File: config.mk
export PLATFORM = sky130hd
export DESIGN_NAME = timer_ppg_oneshot_capture
export DESIGN_NICKNAME = d
export VERILOG_FILES = /design/src/core/tmr_pkg.sv /design/src/core/timer_ppg_oneshot_capture.sv /design/src/core/pin_edge_sync.sv
export SDC_FILE = /design/constraint.sdc
export NUM_CORES = 1
export LEC_CHECK = 0
export BUFFER_PORTS_ARGS = -buffer_cell sky130_fd_sc_hd__buf_2
export CAP_MARGIN = 40
export CORE_MARGIN = 2
export CORE_UTILIZATION = 31
export DETAILED_ROUTE_END_ITERATION = 10
export MAX_ROUTING_LAYER = met4
export REMOVE_ABC_BUFFERS = 1
export SLEW_MARGIN = 20
export SYNTH_ARGS = -nofsm -noshare
export SYNTH_HDL_FRONTEND = slang
export SYNTH_SLANG_ARGS = --single-unit
export TNS_END_PERCENT = 1
File: constraint.sdc
create_clock -name hclk -period 2 [get_ports hclk]
set_clock_uncertainty 0.15 [all_clocks]
set_input_delay 0.4 -clock hclk [delete_from_list [all_inputs] [get_ports hclk]]
set_output_delay 0.4 -clock hclk [all_outputs]
set_load 0.005 [all_outputs]
File: src/core/tmr_pkg.sv
package tmr_pkg;

    // ****************************************
    // Register map
    // ****************************************
    localparam logic [7:0]  OFS_CTRL    = 8'h00;
    localparam logic [7:0]  OFS_PERIOD  = 8'h04;
    localparam logic [7:0]  OFS_DUTY    = 8'h08;
    localparam logic [7:0]  OFS_COUNT   = 8'h0c;
    localparam logic [7:0]  OFS_STATUS  = 8'h10;
    localparam logic [7:0]  OFS_MASK    = 8'h14;
    localparam logic [7:0]  OFS_STATE   = 8'h18;

    // ****************************************
    // Fields and reset values
    // ****************************************
    localparam int          CTRL_MODE_LO  = 0;
    localparam int          CTRL_MODE_HI  = 1;
    localparam int          CTRL_INV_EN   = 2;
    localparam int          CTRL_OS_EN    = 3;
    localparam int          CTRL_SOFT_TRG = 4;
    localparam int          IRQ_PERIOD    = 0;
    localparam int          IRQ_DUTY      = 1;
    localparam int          IRQ_CAP_A     = 2;
    localparam int          IRQ_CAP_B     = 3;
    localparam logic [3:0]  MASK_RST      = 4'hf;
    localparam logic [15:0] CNT_ZERO      = 16'h0000;
    localparam logic [15:0] CNT_ONE       = 16'h0001;
    localparam logic [15:0] CMP_RST       = 16'hffff;
    localparam logic [31:0] WORD_ZERO     = 32'h0000_0000;

    // ****************************************
    // Operating modes
    // ****************************************
    localparam logic [1:0]  MODE_STOP   = 2'h0;
    localparam logic [1:0]  MODE_PPG    = 2'h1;
    localparam logic [1:0]  MODE_CAPT   = 2'h2;
    localparam logic [1:0]  MODE_EVENT  = 2'h3;

endpackage : tmr_pkg

File: src/core/timer_ppg_oneshot_capture.sv
`timescale 1ns/1ps
module timer_ppg_oneshot_capture
    import tmr_pkg::*;
(
    input  wire logic        hclk,                   // System and count clock
    input  wire logic        hresetn,                // Async reset, active low
    input  wire logic        hsel,                   // Slave select
    input  wire logic [31:0] haddr,                  // Byte address
    input  wire logic [1:0]  htrans,                 // Transfer type
    input  wire logic        hwrite,                 // Write when high
    input  wire logic [2:0]  hsize,                  // Word only
    input  wire logic [31:0] hwdata,                 // Write data
    input  wire logic        hready,                 // Bus ready in
    output logic [31:0]      hrdata,                 // Read data
    output logic             hreadyout,              // Slave ready
    output logic             hresp,                  // Always OKAY
    input  wire logic        trigger_capture_pin_a,  // Trigger, event or capture A pin
    input  wire logic        capture_pin_b,          // Capture B pin
    output logic             timer_out,              // Timer output pin
    output logic             irq                     // Level interrupt
);
    typedef struct packed {
        logic [1:0]  op_mode;      // op_mode_bit_hi, op_mode_bit_lo
        logic        inv_en;       // duty_match_invert_enable
        logic        os_en;        // One-shot select inside pulse mode
        logic        soft_trig;    // oneshot_soft_trigger pulse
        logic [15:0] period;       // period_compare_reg
        logic [15:0] duty;         // duty_compare_reg
        logic [15:0] cnt;          // timer_count_reg
        logic        tout;
        logic        busy;         // One-shot pulse in progress
        logic [3:0]  status;       // Bit 1 is duty_match_irq_flag
        logic [3:0]  mask;         // Bit 1 is duty_match_irq_mask
        logic        irq;
        logic        ap_valid;
        logic        ap_write;
        logic [7:0]  ap_addr;
        logic        hready;
        logic [31:0] hrdata;
        logic        hresp;
    } state_type;

    state_type   st_r;
    state_type   st_nxt;
    logic        rise_a;
    logic        rise_b;
    logic        pmatch;
    logic        dmatch;
    logic        cap_a;
    logic        cap_b;
    logic [3:0]  set_ev;
    logic [3:0]  w1c;
    logic [31:0] rd;

    // ****************************************
    // Pin synchronisers
    // ****************************************
    pin_edge_sync #(.RST_LEVEL(1'b0)) u_sync_a (
        .hclk    (hclk),
        .hresetn (hresetn),
        .pin     (trigger_capture_pin_a),
        .rise    (rise_a)
    );

    pin_edge_sync #(.RST_LEVEL(1'b0)) u_sync_b (
        .hclk    (hclk),
        .hresetn (hresetn),
        .pin     (capture_pin_b),
        .rise    (rise_b)
    );

    assign pmatch = (st_r.cnt == st_r.period);
    assign dmatch = (st_r.cnt == st_r.duty);
    assign cap_a  = (st_r.op_mode == MODE_CAPT) && rise_a;
    assign cap_b  = (st_r.op_mode == MODE_CAPT) && rise_b;

    // ****************************************
    // Next state: counter, then bus, then flags
    // ****************************************
    always_comb begin
        st_nxt           = st_r;
        st_nxt.soft_trig = 1'b0;
        set_ev           = 4'h0;
        w1c              = 4'h0;
        rd               = WORD_ZERO;
        // Counter and output per operating mode
        case (st_r.op_mode)
            MODE_PPG: begin
                if (st_r.os_en) begin
                    if (st_r.busy) begin
                        st_nxt.cnt = st_r.cnt + CNT_ONE;
                        if (dmatch) begin
                            st_nxt.tout      = 1'b1;
                            set_ev[IRQ_DUTY] = 1'b1;
                        end
                        if (pmatch) begin
                            st_nxt.cnt         = CNT_ZERO;
                            st_nxt.tout        = 1'b0;
                            st_nxt.busy        = 1'b0;
                            set_ev[IRQ_PERIOD] = 1'b1;
                        end
                    end else begin
                        // Triggers during a pulse are ignored by the busy gate
                        st_nxt.cnt  = CNT_ZERO;
                        st_nxt.tout = 1'b0;
                        if (st_r.soft_trig || rise_a) begin
                            st_nxt.busy = 1'b1;
                        end
                    end
                end else begin
                    if (pmatch) begin
                        st_nxt.cnt         = CNT_ZERO;
                        st_nxt.tout        = 1'b1;
                        set_ev[IRQ_PERIOD] = 1'b1;
                    end else begin
                        st_nxt.cnt = st_r.cnt + CNT_ONE;
                    end
                    if (dmatch) begin
                        set_ev[IRQ_DUTY] = 1'b1;
                        // No inversion while disabled, so a duty rewrite is glitch free
                        if (st_r.inv_en && !pmatch) begin
                            st_nxt.tout = ~st_r.tout;
                        end
                    end
                end
            end
            MODE_CAPT: begin
                st_nxt.cnt = st_r.cnt + CNT_ONE;
                if (cap_a) begin
                    st_nxt.period     = st_r.cnt;
                    set_ev[IRQ_CAP_A] = 1'b1;
                end
                if (cap_b) begin
                    st_nxt.duty       = st_r.cnt;
                    set_ev[IRQ_CAP_B] = 1'b1;
                end
            end
            MODE_EVENT: begin
                if (rise_a) begin
                    if (pmatch) begin
                        st_nxt.cnt         = CNT_ZERO;
                        set_ev[IRQ_PERIOD] = 1'b1;
                    end else begin
                        st_nxt.cnt = st_r.cnt + CNT_ONE;
                    end
                end
            end
            default: begin
                st_nxt.cnt  = CNT_ZERO;
                st_nxt.tout = 1'b0;
                st_nxt.busy = 1'b0;
            end
        endcase

        // Data phase of a write; captures win over software on the compares
        if (st_r.ap_valid && st_r.ap_write) begin
            case (st_r.ap_addr)
                OFS_CTRL: begin
                    st_nxt.inv_en    = hwdata[CTRL_INV_EN];
                    st_nxt.os_en     = hwdata[CTRL_OS_EN];
                    st_nxt.soft_trig = hwdata[CTRL_SOFT_TRG];
                    st_nxt.op_mode   = hwdata[CTRL_MODE_HI:CTRL_MODE_LO];
                    if (hwdata[CTRL_MODE_HI:CTRL_MODE_LO] != st_r.op_mode) begin
                        // Restart from zero on any mode change
                        st_nxt.cnt  = CNT_ZERO;
                        st_nxt.busy = 1'b0;
                        st_nxt.tout = (hwdata[CTRL_MODE_HI:CTRL_MODE_LO] == MODE_PPG)
                                      && !hwdata[CTRL_OS_EN];
                    end
                end
                OFS_PERIOD: begin
                    if (!cap_a) begin
                        st_nxt.period = hwdata[15:0];
                    end
                end
                OFS_DUTY: begin
                    if (!cap_b) begin
                        st_nxt.duty = hwdata[15:0];
                    end
                end
                OFS_STATUS: w1c = hwdata[3:0];
                OFS_MASK:   st_nxt.mask = hwdata[3:0];
                default:    st_nxt.mask = st_r.mask;
            endcase
        end

        // A set in the same cycle as its clear is kept
        st_nxt.status = (st_r.status & ~w1c) | set_ev;
        st_nxt.irq    = |(st_nxt.status & ~st_nxt.mask);

        // Read mux sampled one cycle late so a preceding write is visible
        case (st_r.ap_addr)
            OFS_CTRL:   rd = {28'h000_0000, st_r.os_en, st_r.inv_en, st_r.op_mode};
            OFS_PERIOD: rd = {16'h0000, st_r.period};
            OFS_DUTY:   rd = {16'h0000, st_r.duty};
            OFS_COUNT:  rd = {16'h0000, st_r.cnt};
            OFS_STATUS: rd = {28'h000_0000, st_r.status};
            OFS_MASK:   rd = {28'h000_0000, st_r.mask};
            OFS_STATE:  rd = {30'h0000_0000, st_r.busy, st_r.tout};
            default:    rd = WORD_ZERO;
        endcase

        // Bus phases: reads take one wait state, writes none
        st_nxt.hresp = 1'b0;
        if (st_r.ap_valid) begin
            st_nxt.ap_valid = 1'b0;
            if (!st_r.ap_write) begin
                st_nxt.hrdata = rd;
                st_nxt.hready = 1'b1;
            end
        end
        if (hsel && hready && htrans[1] && st_r.hready) begin
            st_nxt.ap_valid = 1'b1;
            st_nxt.ap_write = hwrite;
            st_nxt.ap_addr  = {haddr[7:2], 2'h0};
            st_nxt.hready   = hwrite;
        end
    end

    always_ff @(posedge hclk or negedge hresetn) begin
        if (!hresetn) begin
            st_r        <= '0;
            st_r.period <= CMP_RST;
            st_r.duty   <= CMP_RST;
            st_r.mask   <= MASK_RST;
            st_r.hready <= 1'b1;
        end else begin
            st_r <= st_nxt;
        end
    end

    assign hrdata    = st_r.hrdata;
    assign hreadyout = st_r.hready;
    assign hresp     = st_r.hresp;
    assign timer_out = st_r.tout;
    assign irq       = st_r.irq;

    // ****************************************
    // Checks
    // ****************************************
    wire ppg_run = (st_r.op_mode == MODE_PPG) && !st_r.os_en;
    wire no_wr   = !(st_r.ap_valid && st_r.ap_write);

    property p_ppg_wrap;
        @(posedge hclk) disable iff (!hresetn)
        ppg_run && pmatch && no_wr |=> (st_r.cnt == CNT_ZERO) && timer_out;
    endproperty
    a_ppg_wrap: assert property (p_ppg_wrap) else $error("period match no wrap");

    property p_no_toggle;
        @(posedge hclk) disable iff (!hresetn)
        ppg_run && !st_r.inv_en && dmatch && !pmatch && no_wr |=> $stable(timer_out);
    endproperty
    a_no_toggle: assert property (p_no_toggle) else $error("toggle while disabled");

    property p_duty_toggle;
        @(posedge hclk) disable iff (!hresetn)
        ppg_run && st_r.inv_en && dmatch && !pmatch && no_wr |=> timer_out != $past(timer_out);
    endproperty
    a_duty_toggle: assert property (p_duty_toggle) else $error("duty match no toggle");

    property p_stop;
        @(posedge hclk) disable iff (!hresetn)
        (st_r.op_mode == MODE_STOP) && no_wr |=> (st_r.cnt == CNT_ZERO) && !timer_out;
    endproperty
    a_stop: assert property (p_stop) else $error("stopped timer moved");

    property p_count;
        @(posedge hclk) disable iff (!hresetn)
        ppg_run && !pmatch && no_wr |=> st_r.cnt == $past(st_r.cnt) + CNT_ONE;
    endproperty
    a_count: assert property (p_count) else $error("running counter stuck");

    property p_event;
        @(posedge hclk) disable iff (!hresetn)
        (st_r.op_mode == MODE_EVENT) && rise_a && !pmatch && no_wr
            |=> st_r.cnt == $past(st_r.cnt) + CNT_ONE;
    endproperty
    a_event: assert property (p_event) else $error("event not counted");

    property p_os_pin;
        @(posedge hclk) disable iff (!hresetn)
        (st_r.op_mode == MODE_PPG) && st_r.os_en && !st_r.busy && rise_a && no_wr
            |=> st_r.busy ##1 st_r.cnt == CNT_ONE;
    endproperty
    a_os_pin: assert property (p_os_pin) else $error("pin edge no one-shot");

    property p_cap_b;
        @(posedge hclk) disable iff (!hresetn)
        cap_b |=> st_r.duty == $past(st_r.cnt) && st_r.status[IRQ_CAP_B];
    endproperty
    a_cap_b: assert property (p_cap_b) else $error("capture b lost");

endmodule : timer_ppg_oneshot_capture

File: src/core/pin_edge_sync.sv
`timescale 1ns/1ps
// ****************************************
// Two-flop pin synchroniser with rise detect
// ****************************************
module pin_edge_sync #(
    parameter logic RST_LEVEL = 1'b0        // Level assumed before reset release
) (
    input  wire logic hclk,                 // System clock
    input  wire logic hresetn,              // Async reset, active low
    input  wire logic pin,                  // Raw asynchronous pin
    output logic      rise                  // One-cycle pulse on rising edge
);
    typedef struct packed {
        logic s1;
        logic s2;
        logic s3;
    } sync_type;

    sync_type st_r;
    sync_type st_nxt;

    // Shift chain; only s2 and s3 feed the edge detect, s1 may be metastable
    always_comb begin
        st_nxt    = st_r;
        st_nxt.s1 = pin;
        st_nxt.s2 = st_r.s1;
        st_nxt.s3 = st_r.s2;
    end

    always_ff @(posedge hclk or negedge hresetn) begin
        if (!hresetn) begin
            st_r <= {RST_LEVEL, RST_LEVEL, RST_LEVEL};
        end else begin
            st_r <= st_nxt;
        end
    end

    assign rise = st_r.s2 & ~st_r.s3;

endmodule : pin_edge_sync

==> flow_summary_export.csv, run 1 <==
group,metric,value,unit
global_route,first_global_vias,4492,
critical_path,path_delay_family,"simple AND/OR/NAND/NOR gates",
min_path,holdPathEnd,"st_r[40]",
cts,cts_num_sinks,95,
pwr,p_clk_frac,0.190,
synthesis,synthCells,589,
global_route,grt.overflow.total,0,
synthesis,synth_area_per_cell,9.47,µm²
synthesis,synth-main-ff-cell,"dfrtp_1",
critical_path,cpMaxStageDelayCell,"dfstp_2",
timing,slew_headroom,0.641,
synthesis,synth_most_common_cell,"nand2_1",
critical_path,criticalPathCategory,"reg -> reg",
route,drtPass1Iterations,5,
critical_path,r2r_start,"st_r[87]",
placed_design,portBuffers,48,
placed_design,dpl-instance-area,6520,µm²
global_route,grt_first_pass_wirelength,23.8,mm
placed_design,pre_cts_ws,-0.205,ns
route,top_layer,"met4",
route,wl_met1,7.00,mm
pwr,combPwrFrac,0.472,
critical_path,crit_buf_inv,1,
timing,hold_violations,0,
synthesis,synthesis.area,5580,µm²
status,status,"finished, violations left",
route,drcViolationCount,0,
global_route,antenna_found_initial,1,
min_path,hold_class,"in -> reg",
pwr,p_sw,3.49,mW
die,pin_count,112,
pwr,switching_share,0.380,
die,initial_utilization,0.313,
synthesis,async_flop_share,1.00,
critical_path,worstPathArrival,2.24,ns
timing,final-setup-viol-count,20,
die,dieArea,19100,µm²
critical_path,endpoint_kind,"register",
synthesis,synth_seq_cells,95,
critical_path,cp_max_fo,6,
critical_path,required,2.10,ns
cts,htree_levels,3,
synthesis,synth_edf_count,0,
route,drt_iter0_drc,239,
pwr,p_seq_frac,0.338,
pwr,total_power,9.18,mW
timing,rsz0062_at_grt,"yes",
die,rows,49,
timing,min_period_over_period,1.07,
route,routed-wl-met2,6.96,mm
cts,cts-root-buf,"clkbuf_16",
synthesis,ys_seq_area_frac,0.434,
finish,area_growth,25.4,%
pwr,power.density,1310,nW/µm²
critical_path,worstRegToRegCells,7,
finish,nets,775,
die,fp.dieW,138,µm
placed_design,place_hpwl,10.3,mm
pwr,p_leak,3.13,nW
synthesis,yosys_warnings,0,
timing,fin_crit,2.14,ns
critical_path,path_cells,"xnor2_2, nand4_1, nor4_4, buf_4, o31a_4, nor2_1, a211o_1",
global_route,grt_max_degree,96,
timing,max_freq,467,MHz
global_route,grtUsageTotal,0.163,
route,route.met3.wl,541,µm
timing,max_slew.worst_pin.slew,0.539,ns
min_path,whs_path_depth,3,
route,final_antenna_net_count,0,
finish,design_area,7000,µm²
placed_design,gp_congestion,0.864,
critical_path,r2r_setup_slack,-0.14,ns
cts,cts_tree,"built",
synthesis,synthDistinctLibCells,54,
timing,fin_setup_tns,-1.80,ns
route,drt_wl_total,14.8,mm
status,violations,"negative setup slack",
synthesis,yosys.area.top_type_share,0.260,
min_path,min-delay-start,"haddr[6]",
timing,drv_slew,0,
synthesis,synth_top_area_cell,"dfrtp_1",
timing,worst_slack,-0.142,ns
cts,worstSkewPairLatency,0.36,ns
cts,cts_inserted_buffers,9,
die,fp.dieH,138,µm
finish,drive_gt1_frac,0.363,
synthesis,synth_common_cells,"101 x nand2_1, 62 x o21ai_0, 58 x dfrtp_1",
critical_path,rr_endpoint,"st_r[58]",
critical_path,startpoint_type,"register",
die,core_area,17800,µm²
route,wl_per_cell,15.9,µm
critical_path,slowest_delay,0.56,ns
cts,clk_pin_slew,0.07,ns
pwr,p_int,5.69,mW
route,avgViaCountPerCell,4.82,
run,maxCapViolCount,0,
synthesis,synth_area_leaders,"dfrtp_1 26%, dfstp_2 17%, nand2_1 6.8%, mux2i_1 6.5%, o21ai_0 5.6%",
route,num_vias,4493,
cts,cts_buffer_depth,2,
pwr,vdd_ir_drop_max,0.799,mV
final cells by class:
class / instances / area [µm²]
Inverter: 7 / 26.3
Tap cell: 229 / 287
Multi-Input combinational cell: 429 / 2830
Timing Repair Buffer: 156 / 1130
Sequential cell: 95 / 2420
Fill cell: 1783 / 10800
Antenna cell: 1 / 2.50
Clock inverter: 2 / 12.5
Clock buffer: 14 / 284
worst reg2reg max path, delay by kind of cell (launching register included):
family	cells	cell delay, ns
buffers and inverters	1	0.19
and+or+nand+nor	3	0.61
xor gates and xnor gates	1	0.12
AOI/OAI and AO/OA	2	0.40
DFF	1	0.56
placed cells by master, fill, tap and decap left out, types with 4 or more instances in the layout:
master       n
a21o_1      13
a21oi_1      6
a22oi_1     17
and3_1       4
buf_12       5
buf_2       47
buf_4      100
clkbuf_16    9
clkbuf_8     4
conb_1      17
dfrtp_1     57
dfstp_2     37
inv_1        5
mux2_2      17
mux2i_1     36
nand2_1    100
nand2b_1     6
nand3_1     13
nand4_1     10
nor2_1      23
nor3_1       8
nor3b_1      5
nor4_1       7
o21ai_0     39
o21ai_1     25
xnor2_1     24
xnor2_2      8
cells by family (layout without fill, tap and decap cells):
kind of cell	Yosys count	count (layout)	synth area share
multiplexers	55	55	0.107
flip-flops	95	95	0.434
XOR/XNOR	34	34	0.0534
other	1	18	0.000672
buffers and inverters	83	179	0.0926
adder cells (fa/ha/maj)	1	1	0.00224
AO/OA/AOI/OAI	122	124	0.137
AND/OR/NAND/NOR	198	198	0.173
worst max path at each step:
stage	start	end	slack, ns	depth (start not counted)
after floorplan	st_r[106]	irq	-1.15	6
after global placement	st_r[98]	timer_out	-0.20	7
after detailed placement	st_r[98]	st_r[61]	-0.20	6
after CTS	st_r[100]	st_r[63]	-0.16	7
after global routing	st_r[56]	st_r[67]	-0.24	8
final	st_r[87]	st_r[58]	-0.14	7
sequential cells by signal, summed over array words and instances, names as in the netlist:
register	cells
u_sync_a.st_r	1
timer_out	1
hrdata	16
irq	1
hreadyout	1
u_sync_b.st_nxt	2
st_r	70
u_sync_a.st_nxt	2
u_sync_b.st_r	1
power groups by stage:
| stage | Combinational, mW | Clock, mW | Sequential [mW] |
|---|---|---|---|
| detailed placement | 4.03 | 0 | 3.10 |
| global placement | 3.99 | 0 | 3.08 |
| floorplan | 1.90 | 0 | 3.32 |
| global route | 4.70 | 1.86 | 3.18 |
| CTS | 4.26 | 1.79 | 3.10 |
| finish | 4.33 | 1.75 | 3.10 |
stage by stage:
step           utilization  std cells  hold WS, ns
4_1_cts              0.390        930       0.0620
5_1_grt              0.392        933       0.0780
2_1_floorplan            -        529      -0.0456
6_report             0.392        933       0.0727
3_3_place_gp         0.365        908        0.183
3_5_place_dp         0.365        908        0.186
repair_timing:
action	CTS	global route
pin swaps	17	6
hold buffers	3	0
gates resized for setup	20	26
endpoints found under the setup margin	29	59
hold endpoints to repair	60	0
gates cloned	2	0
buffers inserted	2	2
routing by layer:
| layer | up-vias | global-route usage |
|---|---|---|
| met5 | - | - |
| met4 | 0 | 0.0687 |
| met3 | 24 | 0.0284 |
| met2 | 73 | 0.251 |
| met1 | 2168 | 0.212 |
| li1 | 2228 | - |
Note: power is estimated with default switching activity, not from simulation.
==> run 2, diff against run 1 <==
==> constraint.sdc (replaced) <==
create_clock -name hclk -period 2 [get_ports hclk]
set_clock_uncertainty 0.15 [all_clocks]
set_input_delay 0.1 -clock hclk [delete_from_list [all_inputs] [get_ports hclk]]
set_output_delay 0.1 -clock hclk [all_outputs]
set_load 0.005 [all_outputs]
==> run 2 against run 1 <==
  * The flow still finishes with violations (negative setup slack)
  * Power rose by 2.2%
  * Combinational power rose by 5.3%
  * Sequential power rose by 2%
  * Global-route usage increased by 0.77 points
  * Fmax decreased by 2.6%
  * Cell area grew 4.7%
  * Non-clock buffer count grew 31
  * Worst hold slack got worse by 0.066 ns
  * Largest power group unchanged
==> flow_summary_export.csv, run 2 (same netlist as run 1, synthesis figures left out) <==
group,metric,value,unit
status,status,"finished, violations left",
status,violations,"negative setup slack",
route,drtPass1Iterations,5,
finish,design_area,7320,µm²
cts,cts_num_sinks,95,
critical_path,cpMaxStageDelayCell,"dfstp_2",
route,final_antenna_net_count,0,
timing,min_period_over_period,1.10,
finish,fin_util,0.411,
global_route,first_global_vias,4608,
run,maxCapViolCount,0,
die,pin_count,112,
global_route,grt_use_met3,0.0225,
timing,fin_crit,2.20,ns
global_route,grt_max_degree,52,
timing,final-setup-viol-count,20,
min_path,hold_class,"in -> async",
global_route,grt_first_pass_wirelength,25.1,mm
critical_path,path_cells,"xnor2_2, nand4_1, nor4_4, buf_4, buf_6, buf_6, nand3_2, a21oi_2, nor3_1",
pwr,vdd_ir_drop_max,0.661,mV
route,drt_iter0_drc,250,
route,avgViaCountPerCell,4.92,
critical_path,cp.depth,9,
cts,worstSkewPairLatency,0.35,ns
critical_path,endpoint_kind,"register",
placed_design,pre_cts_ws,-0.232,ns
critical_path,slowest_delay,0.55,ns
placed_design,portBuffers,48,
cts,htree_levels,3,
timing,max_freq,455,MHz
route,drcViolationCount,0,
cts,cts-root-buf,"clkbuf_16",
critical_path,crit_path_frequent_cell,"buf_6",
pwr,power.density,1280,nW/µm²
cts,cts_inserted_buffers,9,
timing,hold_violations,0,
finish,area_growth,31.3,%
critical_path,required,2.09,ns
critical_path,r2r_setup_slack,-0.20,ns
die,initial_utilization,0.313,
finish,final_cell_mix,"107 x buf_4, 100 x nand2_1, 53 x dfrtp_1",
critical_path,crit_buf_inv,3,
timing,whs,0.00641,ns
die,fp.dieH,138,µm
timing,rsz0062_at_grt,"yes",
placed_design,dpl-instance-area,6570,µm²
die,rows,49,
critical_path,worstPathArrival,2.29,ns
die,dieArea,19100,µm²
global_route,met1_usage,0.233,
timing,worst_slack,-0.198,ns
critical_path,worstRegToRegCells,9,
cts,clk_pin_slew,0.07,ns
finish,drive_gt1_frac,0.376,
global_route,use_met2,0.263,
route,num_vias,4745,
route,wl_per_cell,16.2,µm
critical_path,rr_endpoint,"st_r[53]",
global_route,grtUsageTotal,0.170,
global_route,grt.overflow.total,0,
global_route,antenna_found_initial,0,
finish,top_register,"st_r",
finish,fillCellCount,1748,
die,fp.dieW,138,µm
cts,cts_buffer_depth,2,
finish,final_common_cell,"buf_4",
finish,antennaDiodeCount,0,
critical_path,criticalPathCategory,"reg -> reg",
critical_path,cp-endpoint,"st_r[53]",
placed_design,place_hpwl,11.2,mm
critical_path,startpoint_type,"register",
finish,nets,807,
critical_path,r2r_start,"st_r[96]",
finish,largest_register_ffs,70,
timing,drv_slew,0,
die,core_area,17800,µm²
critical_path,critPathLaunch,"st_r[96]",
pwr,p_leak,3.26,nW
placed_design,gp_congestion,0.840,
cts,cts_tree,"built",
critical_path,cp_max_fo,4,
route,drt_wl_total,15.6,mm
global_route,busiest_layer,"met2",
critical_path,path_delay_family,"simple AND/OR/NAND/NOR gates",
-- run 2: cell types whose count changed in the layout (fill, tap and decap cells not counted), moves of 4 or more --
cell,delta
dlygate4sd3_1,+21
buf_6,+4
dfrtp_1,-4
o21ai_1,+5
o21ai_0,-5
buf_4,+7
dfrtp_2,+4
-- run 2: how the worst min path moves through the flow --
stage	end	cells past startpoint	slack (ns)	start
4_1_cts	hrdata[7]	2	0.003	hresetn
3_5_place_dp	hrdata[7]	1	-0.16	hresetn
3_3_place_gp	hrdata[7]	1	-0.16	hresetn
2_1_floorplan	hrdata[0]	0	-0.35	hresetn
6_report	hrdata[11]	2	0.006	hresetn
5_1_grt	hrdata[11]	2	0.05	hresetn
-- run 2: cell type report --
type                            instances  area [µm²]  area share
Multi-Input combinational cell        430        2890       0.394
Sequential cell                        95        2430       0.332
Timing Repair Buffer                  187        1420       0.193
Tap cell                              229         287      0.0391
Clock buffer                           13         260      0.0355
Inverter                                7        26.3     0.00359
Clock inverter                          3        17.5     0.00239
-- run 2: power breakdown --
part           leakage, nW  internal (mW)  switching, mW
clock                0.136          0.909          0.754
sequential            1.13           2.63          0.531
combinational         1.99           2.22           2.34
total                 3.26           5.76           3.63
-- run 2: what timing repair did --
item,in CTS,in global routing
gates resized for setup,21,49
hold buffers,24,0
pin swaps,13,24
setup buffers,2,2
cloned,2,1
setup endpoints to repair,37,55
endpoints found under the hold margin,107,0
-- run 2: stage by stage --
stage	power (mW)	TNS, ns	instances
finish	9.39	-2.96	964
global route	9.97	-4.82	964
CTS	9.15	-1.59	961
detailed placement	7.20	-3.24	917
global placement	7.14	-2.61	917
floorplan	5.22	-25.65	529
-- run 2: worst reg2reg max path, cell delays in order, from the launching register on --
cell and delay, ns:
dfstp_2 0.55, xnor2_2 0.14, nand4_1 0.22, nor4_4 0.34, buf_4 0.19, buf_6 0.11
buf_6 0.11, nand3_2 0.08, a21oi_2 0.14, nor3_1 0.05
-- run 2: metal layers --
metal,routed length (µm),part of all wire
met1,7380,0.47
met2,7400,0.47
met3,541,0.035
met4,297,0.019
met5,0,0
